===== src/seee_pkg.sv =====
// constants, field layout and types of the enclave enablement and
// enumeration block; assumes one core clock and a synchronous reset.
//
// Overview of operation
// - leaf 07H sub 0 EBX bit 2 reports support
// - supported threads answer leaf 12H sub-leaves
// - opted in only when lock and opt-in set
// - opt-in state shows only in which section sub-leaves are valid
// - gating: unsupported opcode fault, unopted protection fault
// - per-instruction conditions still raise opcode fault
// - valid sub-leaves follow opt-in and configuration
// - leaf 12H results kept per hardware thread
// - sub-leaves 0, 1 and sections carry content
// - sub 0 EAX generation flags, reserved bits zero
// - sub 0 EAX bits 5, 6 oversubscription leaves
// - sub 0 EBX misc vector, ECX zero
// - sub 0 EDX 7:0 legacy size exponent
// - sub 0 EDX 15:8 long exponent, rest zero
// - sub 1 words are attribute settable masks
// - invalid sub-leaves return all four zero
// - section EAX 3:0 type, 0 invalid, 1 section
// - section base bits 51:12 in EAX, EBX
// - section size in ECX, EDX; ECX 3:0 protection

package seee_pkg;

	// ----------------------------------------------------------------
	// leaf and sub-leaf codes
	// ----------------------------------------------------------------
	localparam logic [31:0] LEAF_EXT_FEAT      = 32'h0000_0007;
	localparam logic [31:0] LEAF_ENCLAVE       = 32'h0000_0012;
	localparam logic [31:0] SUBLEAF_CAP        = 32'h0000_0000;
	localparam logic [31:0] SUBLEAF_ATTR       = 32'h0000_0001;
	localparam logic [31:0] SUBLEAF_SECT_FIRST = 32'h0000_0002;

	// ----------------------------------------------------------------
	// field positions
	// ----------------------------------------------------------------
	localparam int EXT_SUPPORT_POS  = 2;
	localparam int FC_LOCK_POS      = 0;
	localparam int FC_OPTIN_POS     = 18;
	localparam int CAP_GEN1_POS     = 0;
	localparam int CAP_GEN2_POS     = 1;
	localparam int CAP_VIRT_POS     = 5;
	localparam int CAP_TRACK_POS    = 6;
	localparam int SECT_HALF_WIDTH  = 20;
	localparam int SECT_FIELD_WIDTH = 40;

	// ----------------------------------------------------------------
	// codes, reset values and timing counts
	// ----------------------------------------------------------------
	localparam logic [3:0] SECT_TYPE_INVALID = 4'h0;
	localparam logic [3:0] SECT_TYPE_MEM     = 4'h1;
	localparam logic [3:0] SECT_PROT_CI      = 4'h1;
	localparam logic       FC_RESET          = 1'b0;
	localparam int         RESULT_LATENCY    = 2;
	localparam int         GATE_LATENCY      = 1;

	// kind of answer decided in the first query stage
	typedef enum logic [4:0]
	{
		K_NONE = 5'h01,
		K_FEAT = 5'h02,
		K_CAP  = 5'h04,
		K_ATTR = 5'h08,
		K_SECT = 5'h10
	} seee_kind_e;

endpackage : seee_pkg


===== src/seee_enum.sv =====
// feature-query enumeration and enclave instruction gating, per thread;
// assumes query, register write and instruction ports are synchronous.
`timescale 1ns/1ps

module seee_enum
	import seee_pkg::*;
#(
	parameter int                THREADS        = 2,
	parameter logic [THREADS-1:0] THREAD_SUPPORT = '1,
	parameter logic              HAS_GEN1       = 1'b1,
	parameter logic              HAS_GEN2       = 1'b1,
	parameter logic              HAS_VIRT       = 1'b0,
	parameter logic              HAS_TRACK      = 1'b0,
	parameter logic [31:0]       MISC_VECTOR    = 32'h0000_0000,
	parameter logic [7:0]        MAX_EXP_LEGACY = 8'h1f,
	parameter logic [7:0]        MAX_EXP_LONG   = 8'h24,
	parameter logic [31:0]       ATTR_MASK0     = 32'h0000_0036,
	parameter logic [31:0]       ATTR_MASK1     = 32'h0000_0000,
	parameter logic [31:0]       ATTR_MASK2     = 32'h0000_0007,
	parameter logic [31:0]       ATTR_MASK3     = 32'h0000_0000,
	parameter int                SECTIONS       = 4,
	parameter int                TW             = 1,
	parameter int                AW             = 2,
	parameter int                SW             = 3
)
(
	input  wire logic                  mclk,
	input  wire logic                  reset,
	input  wire logic                  clk_en,
	input  wire logic                  query_valid,
	input  wire logic [TW-1:0]         query_thread,
	input  wire logic [31:0]           query_leaf,
	input  wire logic [31:0]           query_subleaf,
	output logic                       result_valid_q,
	output logic      [31:0]           res_eax_q,
	output logic      [31:0]           res_ebx_q,
	output logic      [31:0]           res_ecx_q,
	output logic      [31:0]           res_edx_q,
	input  wire logic                  msr_wr_valid,
	input  wire logic [TW-1:0]         msr_wr_thread,
	input  wire logic [31:0]           msr_wr_data,
	output logic                       msr_wr_fault_q,
	output logic      [THREADS-1:0]    opted_in_q,
	input  wire logic                  sect_wr_valid,
	input  wire logic [AW-1:0]         sect_wr_index,
	input  wire logic [SECT_FIELD_WIDTH-1:0] sect_wr_base,
	input  wire logic [SECT_FIELD_WIDTH-1:0] sect_wr_size,
	output logic                       sect_wr_fault_q,
	output logic      [SW-1:0]         sect_count_q,
	input  wire logic                  instr_valid,
	input  wire logic [TW-1:0]         instr_thread,
	input  wire logic                  instr_extra_ud,
	output logic                       gate_ok_q,
	output logic                       gate_ud_q,
	output logic                       gate_gp_q
);

	// ----------------------------------------------------------------
	// elaboration checks and helpers
	// ----------------------------------------------------------------
	if (THREADS < 1 || TW < 1 || (1 << TW) < THREADS || SECTIONS < 1
		|| (1 << AW) < SECTIONS || (1 << SW) <= SECTIONS)
	begin : bad_cfg
		$error("seee_enum: thread or section widths too small");
	end

	// out-of-range thread indices read as not supported / not opted in
	function automatic logic thr_bit(input logic [THREADS-1:0] v,
		input logic [TW-1:0] t);
		thr_bit = (int'(t) < THREADS) ? v[t] : 1'b0;
	endfunction : thr_bit

	function automatic logic is_leaf(input logic [31:0] leaf,
		input logic [31:0] sub, input logic [31:0] l,
		input logic [31:0] s);
		is_leaf = (leaf == l) && (sub == s);
	endfunction : is_leaf

	logic [THREADS-1:0] fc_lock_q, fc_lock_d;
	logic [THREADS-1:0] fc_optin_q, fc_optin_d;
	logic [THREADS-1:0] opted_in_d;
	logic               msr_wr_fault_d;
	logic               sect_wr_fault_d;
	logic [SW-1:0]      sect_count_d;
	logic               mem_wr_en;
	logic [2*SECT_FIELD_WIDTH-1:0] mem_rd_data;
	logic               q1_valid_q, q1_valid_d;
	seee_kind_e         q1_kind_q, q1_kind_d;
	logic               q1_sup_q, q1_sup_d;
	logic               result_valid_d;
	logic [31:0]        res_eax_d, res_ebx_d, res_ecx_d, res_edx_d;
	logic               gate_ok_d, gate_ud_d, gate_gp_d;
	logic               q_sup, q_opt, i_sup, i_opt;
	logic [31:0]        sect_rel;

	// ----------------------------------------------------------------
	// feature control and section configuration
	// ----------------------------------------------------------------
	// once locked, a thread's control bits refuse every write
	always_comb
	begin
		fc_lock_d       = fc_lock_q;
		fc_optin_d      = fc_optin_q;
		sect_count_d    = sect_count_q;
		{msr_wr_fault_d, sect_wr_fault_d, mem_wr_en} = 3'h0;
		if (msr_wr_valid)
		begin
			if (!(int'(msr_wr_thread) < THREADS)
				|| thr_bit(fc_lock_q, msr_wr_thread)
				|| (msr_wr_data[FC_OPTIN_POS]
				&& !thr_bit(THREAD_SUPPORT, msr_wr_thread)))
				msr_wr_fault_d = 1'b1;
			else
			begin
				fc_lock_d[msr_wr_thread]  = msr_wr_data[FC_LOCK_POS];
				fc_optin_d[msr_wr_thread] = msr_wr_data[FC_OPTIN_POS];
			end
		end
		// sections are firmware setup: frozen once any thread locks
		if (sect_wr_valid)
		begin
			if ((|fc_lock_q) || !(int'(sect_wr_index) < SECTIONS))
				sect_wr_fault_d = 1'b1;
			else
			begin
				mem_wr_en = 1'b1;
				if (SW'(sect_wr_index) >= sect_count_q)
					sect_count_d = SW'(sect_wr_index) + SW'(1);
			end
		end
		opted_in_d = fc_lock_d & fc_optin_d;
	end

	always_ff @(posedge mclk)
	begin
		if (reset)
		begin
			{fc_lock_q, fc_optin_q} <= {2*THREADS{FC_RESET}};
			opted_in_q      <= '0;
			{msr_wr_fault_q, sect_wr_fault_q} <= 2'h0;
			sect_count_q    <= '0;
		end
		else if (clk_en)
		begin
			fc_lock_q       <= fc_lock_d;
			fc_optin_q      <= fc_optin_d;
			opted_in_q      <= opted_in_d;
			msr_wr_fault_q  <= msr_wr_fault_d;
			sect_wr_fault_q <= sect_wr_fault_d;
			sect_count_q    <= sect_count_d;
		end
	end

	seee_sect_mem #(.WIDTH(2*SECT_FIELD_WIDTH), .DEPTH(SECTIONS), .AW(AW))
	u_sect_mem (
		.mclk      (mclk),
		.reset     (reset),
		.clk_en    (clk_en),
		.wr_en     (mem_wr_en),
		.wr_addr   (sect_wr_index),
		.wr_data   ({sect_wr_size, sect_wr_base}),
		.rd_addr   (AW'(query_subleaf - SUBLEAF_SECT_FIRST)),
		.rd_data_q (mem_rd_data)
	);

	// ----------------------------------------------------------------
	// query stage one: classify the request
	// ----------------------------------------------------------------
	// opt-in steers only which sections exist, never a result bit
	always_comb
	begin
		q_sup      = thr_bit(THREAD_SUPPORT, query_thread);
		q_opt      = thr_bit(opted_in_q, query_thread);
		sect_rel   = query_subleaf - SUBLEAF_SECT_FIRST;
		q1_valid_d = query_valid;
		q1_sup_d   = q_sup;
		q1_kind_d  = K_NONE;
		if (is_leaf(query_leaf, query_subleaf, LEAF_EXT_FEAT, SUBLEAF_CAP))
			q1_kind_d = K_FEAT;
		else if (query_leaf == LEAF_ENCLAVE && q_sup)
		begin
			if (query_subleaf == SUBLEAF_CAP)
				q1_kind_d = K_CAP;
			else if (query_subleaf == SUBLEAF_ATTR)
				q1_kind_d = K_ATTR;
			else if (q_opt && sect_rel < 32'(sect_count_q))
				q1_kind_d = K_SECT;
		end
	end

	always_ff @(posedge mclk)
	begin
		if (reset)
		begin
			{q1_valid_q, q1_sup_q} <= 2'h0;
			q1_kind_q  <= K_NONE;
		end
		else if (clk_en)
		begin
			{q1_valid_q, q1_sup_q} <= {q1_valid_d, q1_sup_d};
			q1_kind_q  <= q1_kind_d;
		end
	end

	// ----------------------------------------------------------------
	// query stage two: build the four result words
	// ----------------------------------------------------------------
	// words are constants or parameters, except section words, which are read from the section memory that section writes fill
	always_comb
	begin
		result_valid_d = q1_valid_q;
		{res_eax_d, res_ebx_d, res_ecx_d, res_edx_d} = '0;
		unique case (q1_kind_q)
			K_NONE: ;
			K_FEAT:
				res_ebx_d[EXT_SUPPORT_POS] = q1_sup_q;
			K_CAP:
			begin
				res_eax_d[CAP_GEN1_POS]  = HAS_GEN1;
				res_eax_d[CAP_GEN2_POS]  = HAS_GEN2;
				res_eax_d[CAP_VIRT_POS]  = HAS_VIRT;
				res_eax_d[CAP_TRACK_POS] = HAS_TRACK;
				res_ebx_d = MISC_VECTOR;
				res_edx_d = {16'h0000, MAX_EXP_LONG,
					MAX_EXP_LEGACY};
			end
			K_ATTR:
			begin
				res_eax_d = ATTR_MASK0;
				res_ebx_d = ATTR_MASK1;
				res_ecx_d = ATTR_MASK2;
				res_edx_d = ATTR_MASK3;
			end
			K_SECT:
			begin
				res_eax_d = {mem_rd_data[SECT_HALF_WIDTH-1:0], 8'h00,
					SECT_TYPE_MEM};
				res_ebx_d = {12'h000,
					mem_rd_data[SECT_FIELD_WIDTH-1:SECT_HALF_WIDTH]};
				res_ecx_d = {mem_rd_data[SECT_FIELD_WIDTH+SECT_HALF_WIDTH-1:
					SECT_FIELD_WIDTH], 8'h00, SECT_PROT_CI};
				res_edx_d = {12'h000,
					mem_rd_data[2*SECT_FIELD_WIDTH-1:
					SECT_FIELD_WIDTH+SECT_HALF_WIDTH]};
			end
		endcase
	end

	always_ff @(posedge mclk)
	begin
		if (reset)
		begin
			result_valid_q <= 1'b0;
			{res_eax_q, res_ebx_q, res_ecx_q, res_edx_q} <= '0;
		end
		else if (clk_en)
		begin
			result_valid_q <= result_valid_d;
			{res_eax_q, res_ebx_q} <= {res_eax_d, res_ebx_d};
			{res_ecx_q, res_edx_q} <= {res_ecx_d, res_edx_d};
		end
	end

	// ----------------------------------------------------------------
	// enclave instruction gating
	// ----------------------------------------------------------------
	// decided from the registered opted_in_q, so a lock counts from the cycle after its write
	always_comb
	begin
		i_sup     = thr_bit(THREAD_SUPPORT, instr_thread);
		i_opt     = thr_bit(opted_in_q, instr_thread);
		{gate_ok_d, gate_ud_d, gate_gp_d} = 3'h0;
		if (instr_valid)
		begin
			if (!i_sup || instr_extra_ud)
				gate_ud_d = 1'b1;
			else if (!i_opt)
				gate_gp_d = 1'b1;
			else
				gate_ok_d = 1'b1;
		end
	end

	always_ff @(posedge mclk)
	begin
		if (reset)
			{gate_ok_q, gate_ud_q, gate_gp_q} <= 3'h0;
		else if (clk_en)
			{gate_ok_q, gate_ud_q, gate_gp_q} <=
				{gate_ok_d, gate_ud_d, gate_gp_d};
	end
endmodule : seee_enum


===== src/seee_sect_mem.sv =====
// small memory holding the configured protected memory sections;
// assumes the owner drives one write and one read port per cycle.
`timescale 1ns/1ps

module seee_sect_mem
	import seee_pkg::*;
#(
	parameter int WIDTH = 80,
	parameter int DEPTH = 4,
	parameter int AW    = 2
)
(
	input  wire logic             mclk,
	input  wire logic             reset,
	input  wire logic             clk_en,
	input  wire logic             wr_en,
	input  wire logic [AW-1:0]    wr_addr,
	input  wire logic [WIDTH-1:0] wr_data,
	input  wire logic [AW-1:0]    rd_addr,
	output logic      [WIDTH-1:0] rd_data_q
);

	logic [WIDTH-1:0] mem_q [DEPTH];
	logic [WIDTH-1:0] rd_data_d;

	// ----------------------------------------------------------------
	// storage and registered read
	// ----------------------------------------------------------------
	// out-of-range reads give zero so a stray index shows no stale data
	always_comb
	begin
		rd_data_d = '0;
		if (int'(rd_addr) < DEPTH)
			rd_data_d = mem_q[rd_addr];
	end

	// array kept without reset; an unwritten entry below the section count is still read out as a section
	always_ff @(posedge mclk)
	begin
		if (clk_en && wr_en && int'(wr_addr) < DEPTH)
			mem_q[wr_addr] <= wr_data;
	end

	always_ff @(posedge mclk)
	begin
		if (reset)
			rd_data_q <= '0;
		else if (clk_en)
			rd_data_q <= rd_data_d;
	end

endmodule : seee_sect_mem


===== config.mk =====
export PLATFORM = sky130hd
export DESIGN_NAME = seee_enum
export DESIGN_NICKNAME = d
export VERILOG_FILES = /design/src/seee_pkg.sv /design/src/seee_enum.sv /design/src/seee_sect_mem.sv
export SDC_FILE = /design/constraint.sdc
export NUM_CORES = 1
export LEC_CHECK = 0
export ABC_AREA = 1
export BUFFER_PORTS_ARGS = -buffer_cell sky130_fd_sc_hd__buf_4
export CORE_ASPECT_RATIO = 1.25
export CORE_UTILIZATION = 50
export CTS_BUF_LIST = sky130_fd_sc_hd__clkbuf_4 sky130_fd_sc_hd__clkbuf_8 sky130_fd_sc_hd__clkbuf_16
export DETAILED_ROUTE_END_ITERATION = 10
export PLACE_DENSITY_LB_ADDON = 0.12
export SLEW_MARGIN = 40
export SYNTH_ARGS = -nofsm -noshare
export SYNTH_HDL_FRONTEND = slang
export SYNTH_SLANG_ARGS = --single-unit

===== constraint.sdc =====
create_clock -name mclk -period 8.25 [get_ports mclk]
set_input_delay 2.475 -clock mclk [delete_from_list [all_inputs] [get_ports mclk]]
set_output_delay 2.475 -clock mclk [all_outputs]
set_load 0.1 [all_outputs]

==> metrics.yaml <==
run_status:
  outcome: "finished with violations"
  failed_checks: "design-rule violations"
die:
  fp.dieW_um: 180
  initial_core_utilization_pct: 50.7
  die_y_um: 224
  num_rows: 81
  floorplan.core_area_um2: 39000
  floorplan.die_area_um2: 40400
  floorplan.io_pins: 328
min_path:
  worst_hold_path.endpoint: "res_ecx_q[24]"
  holdCritPathClass: "flop to flop"
  hold_path_startpoint: "u_sect_mem.rd_data_q[52]"
  holdPathStages: 2
global_routing:
  antenna_found_initial: 5
  wire_length_of_the_first_global_routing_pass_mm: 79.7
  global_route.peak_usage_layer: "met2"
  gr-usage-all-layers_pct: 25.7
  grt_util_met2_pct: 45.9
  grt_util_met3_pct: 5.04
  gr-total-overflow: 0
  via_count_of_the_first_global_routing_pass: 14100
  grt_start_max_net_pins: 103
  grt_use_met1_pct: 31.1
cts:
  post_cts_buffers: 0
  cts_root_buffer: "clkbuf_16"
  clock_path_buffers: 3
  cts_max_level: 2
  clock_sink_count: 507
  cts_hold_buf: 0
  cts_tree: "built"
  clock_latency_ps: 560
  path_clk_slew_ps: 70
  num_cts_buffers: 49
  post_cts_resized: 0
synth:
  synth.distinct_cells: 34
  number_of_instances_in_the_synthesized_netlist: 1897
  mappedNetlistArea_um2: 19800
  synth.avg_cell_area_um2: 10.4
  synth_warnings: 0
  flip_flop_and_latch_count_after_synthesis: 507
  synth.yosys.seq_area_share_pct: 67.5
drt:
  antenna_left: 0
  drt_pre_antenna_iters: 11
  detail_route.drc_violations: 32
  via_count: 14500
  avgViaCountPerCell: 5.46
  avgRoutedWirePerCell_um: 19.7
  wirelength_mm: 52.2
  detail_route.iter0.violations: 906
power:
  ir_drop_uv: 164
  total_leakage_power_nw: 8.82
  total_power_mw: 5.65
  p_per_area_nw_per_um2: 239
run:
  maxCapViolCount: 0
worst_setup_path:
  critical_path_class: "input pin to flop"
  cp_data_required_time_ps: 8430
  timing.rr.end: "u_sect_mem.mem_q[0][72]"
  crit_path_end_kind: "flop"
  crit_path_arrival_time_ps: 4810
  r2r.worst_path.cells: 5
  critical_path.reg2reg.startpoint: "fc_lock_q[0]"
  timing.critical_path.from_type: "input pin"
  crit_path_max_fanout: 98
  rrSetupSlack_ps: 5830
final_layout:
  final_layout_size_suffix_gt1_share_pct: 18.2
  fill_cells: 3174
  layout_stage_area_growth_over_the_synthesis_result_pct: 19.7
  final_nets: 2312
placed_design:
  detailed_place_hpwl_mm: 30.2
  buffer_ports.inserted: 257
  gpl.final_weighted_congestion: 0.853
sta:
  worst_pin_slew_ps: 810
  fin_setup_tns_ps: 0
  timing_max_transition_violations_final: 0
  rsz0062_at_grt: "false"
  setup-violations-final: 0
  final.min_clock_period_ps: 4630
  finalClockSkew_ps: 20.1
  finalHoldViolations: 0
  layout_worst_path_cycle_share_pct: 56.1
  max_freq_ghz: 0.216
  relSlewSlack_pct: 46.0
==> synthesized netlist by cell type <==
| master | count | area share, % |
|---|---|---|
| edfxtp_1 | 320 | 49 |
| nand2_1 | 289 | 5.5 |
| nor2_1 | 268 | 5.1 |
| o21ai_0 | 254 | 6.4 |
| dfxtp_1 | 187 | 19 |
| a21oi_1 | 179 | 4.5 |
| clkbuf_1 | 89 | 1.7 |
| a31oi_1 | 82 | 2.6 |
| inv_1 | 71 | 1.3 |
| buf_4 | 43 | 1.6 |
| nand3_1 | 27 | 0.68 |
| buf_1 | 16 | 0.30 |
| nand4_1 | 10 | 0.32 |
| ha_1 | 9 | 0.57 |
| nor2_2 | 7 | 0.22 |
| nor3_1 | 6 | 0.15 |
| nand3b_1 | 4 | 0.15 |
| o21bai_1 | 4 | 0.15 |
| buf_2 | 3 | 0.076 |
| inv_2 | 3 | 0.057 |
| nand2_2 | 3 | 0.095 |
| nor2_4 | 3 | 0.17 |
| o211ai_1 | 3 | 0.11 |
| o21ai_1 | 3 | 0.076 |
| a211oi_1 | 2 | 0.076 |
| clkinv_1 | 2 | 0.038 |
| nor4_1 | 2 | 0.063 |
| xor2_1 | 2 | 0.089 |
| and2_1 | 1 | 0.032 |
| buf_6 | 1 | 0.057 |
| conb_1 | 1 | 0.019 |
| nand3_2 | 1 | 0.051 |
| nor4_4 | 1 | 0.11 |
| or2_1 | 1 | 0.032 |
==> per-stage QoR <==
stage / utilization [%] / std cells / hold slack [ps] / area, µm² / setup slack (ps)
finish: 60.7 / 2655 / 454 / 23700 / 3620
global route: 60.7 / 2655 / 470 / 23700 / 3440
detailed placement: 56.5 / 2561 / 453 / 22000 / 3030
global placement: 56.2 / 2557 / 446 / 21900 / 2790
floorplan: - / 1936 / 434 / 19900 / 1570
CTS: 60.7 / 2652 / 450 / 23700 / 3620
==> worst max-delay path: stages <==
cell and delay (ps):
buf_6 510, nand3_1 520, nor2_4 520, buf_16 220, buf_4 480
==> area by class of cell <==
type                            count  area, µm²  area share (%)
Sequential cell                   507      13400            56.4
Multi-Input combinational cell   1201       5590            23.6
Tap cell                          498        623            2.63
Clock inverter                     18        170           0.719
Antenna cell                        3       7.51          0.0317
Timing Repair Buffer              279       2180            9.23
Inverter                           76        294            1.24
Clock buffer                       73       1460            6.15
==> how the worst max path moves through the flow <==
stage                                 from                      end  cells after the start
after global routing      query_subleaf[1]             q1_kind_q[4]                     15
after global placement              clk_en  u_sect_mem.mem_q[2][48]                      4
final                               clk_en  u_sect_mem.mem_q[0][72]                      5
after CTS                           clk_en  u_sect_mem.mem_q[0][72]                      5
after floorplan                     clk_en   u_sect_mem.mem_q[0][0]                      3
after detailed placement            clk_en  u_sect_mem.mem_q[0][72]                      5
==> sequential cells by signal, indices dropped and copies added, names as in the netlist, 2 cells and up <==
signal,cells
res_eax_q,23
fc_lock_q,2
res_ecx_q,22
fc_optin_q,2
q1_kind_q,5
u_sect_mem.mem_q,320
opted_in_q,2
sect_count_q,3
res_ebx_q,20
res_edx_q,20
u_sect_mem.rd_data_q,80
==> cell families after synthesis <==
| logic type | Yosys count | share of synthesized area (%) |
|---|---|---|
| flops | 507 | 67.5 |
| fa+ha+maj | 9 | 0.569 |
| xor+xnor | 2 | 0.0886 |
| compound gates | 527 | 14.0 |
| simple gates | 623 | 12.6 |
| other cells | 1 | 0.0190 |
| buf+inv | 228 | 5.20 |
==> power breakdown <==
group	internal (mW)	switching [mW]
sequential	2.78	0.0353
combinational	0.147	0.458
clock	1.32	0.916
total	4.24	1.41
==> routing by layer <==
metal / part of all wire, % / vias to the layer above
met2: 51 / 470
met5: 0.061 / -
li1: - / 6945
met3: 6.9 / 77
met1: 40 / 7010
met4: 2.3 / 4
==> layout by cell type, fill, tap and decap left out, types with 4 or more instances in the layout <==
cell type,netlist,layout
nand2_1,289,289
o21ai_0,254,254
buf_6,1,6
nand3_1,27,27
dfxtp_1,187,187
a31oi_1,82,82
nand4_1,10,10
inv_1,71,69
buf_4,43,269
conb_1,1,40
nor2_1,268,262
clkbuf_4,0,16
nor2_2,7,7
clkbuf_8,0,8
clkinv_1,2,5
ha_1,9,9
edfxtp_1,320,320
nor3_1,6,6
o21bai_1,4,4
nand3b_1,4,4
clkinv_2,0,9
clkbuf_16,0,49
a21oi_1,179,179
nor2_4,3,9
Power figures use the tool's default switching activity.
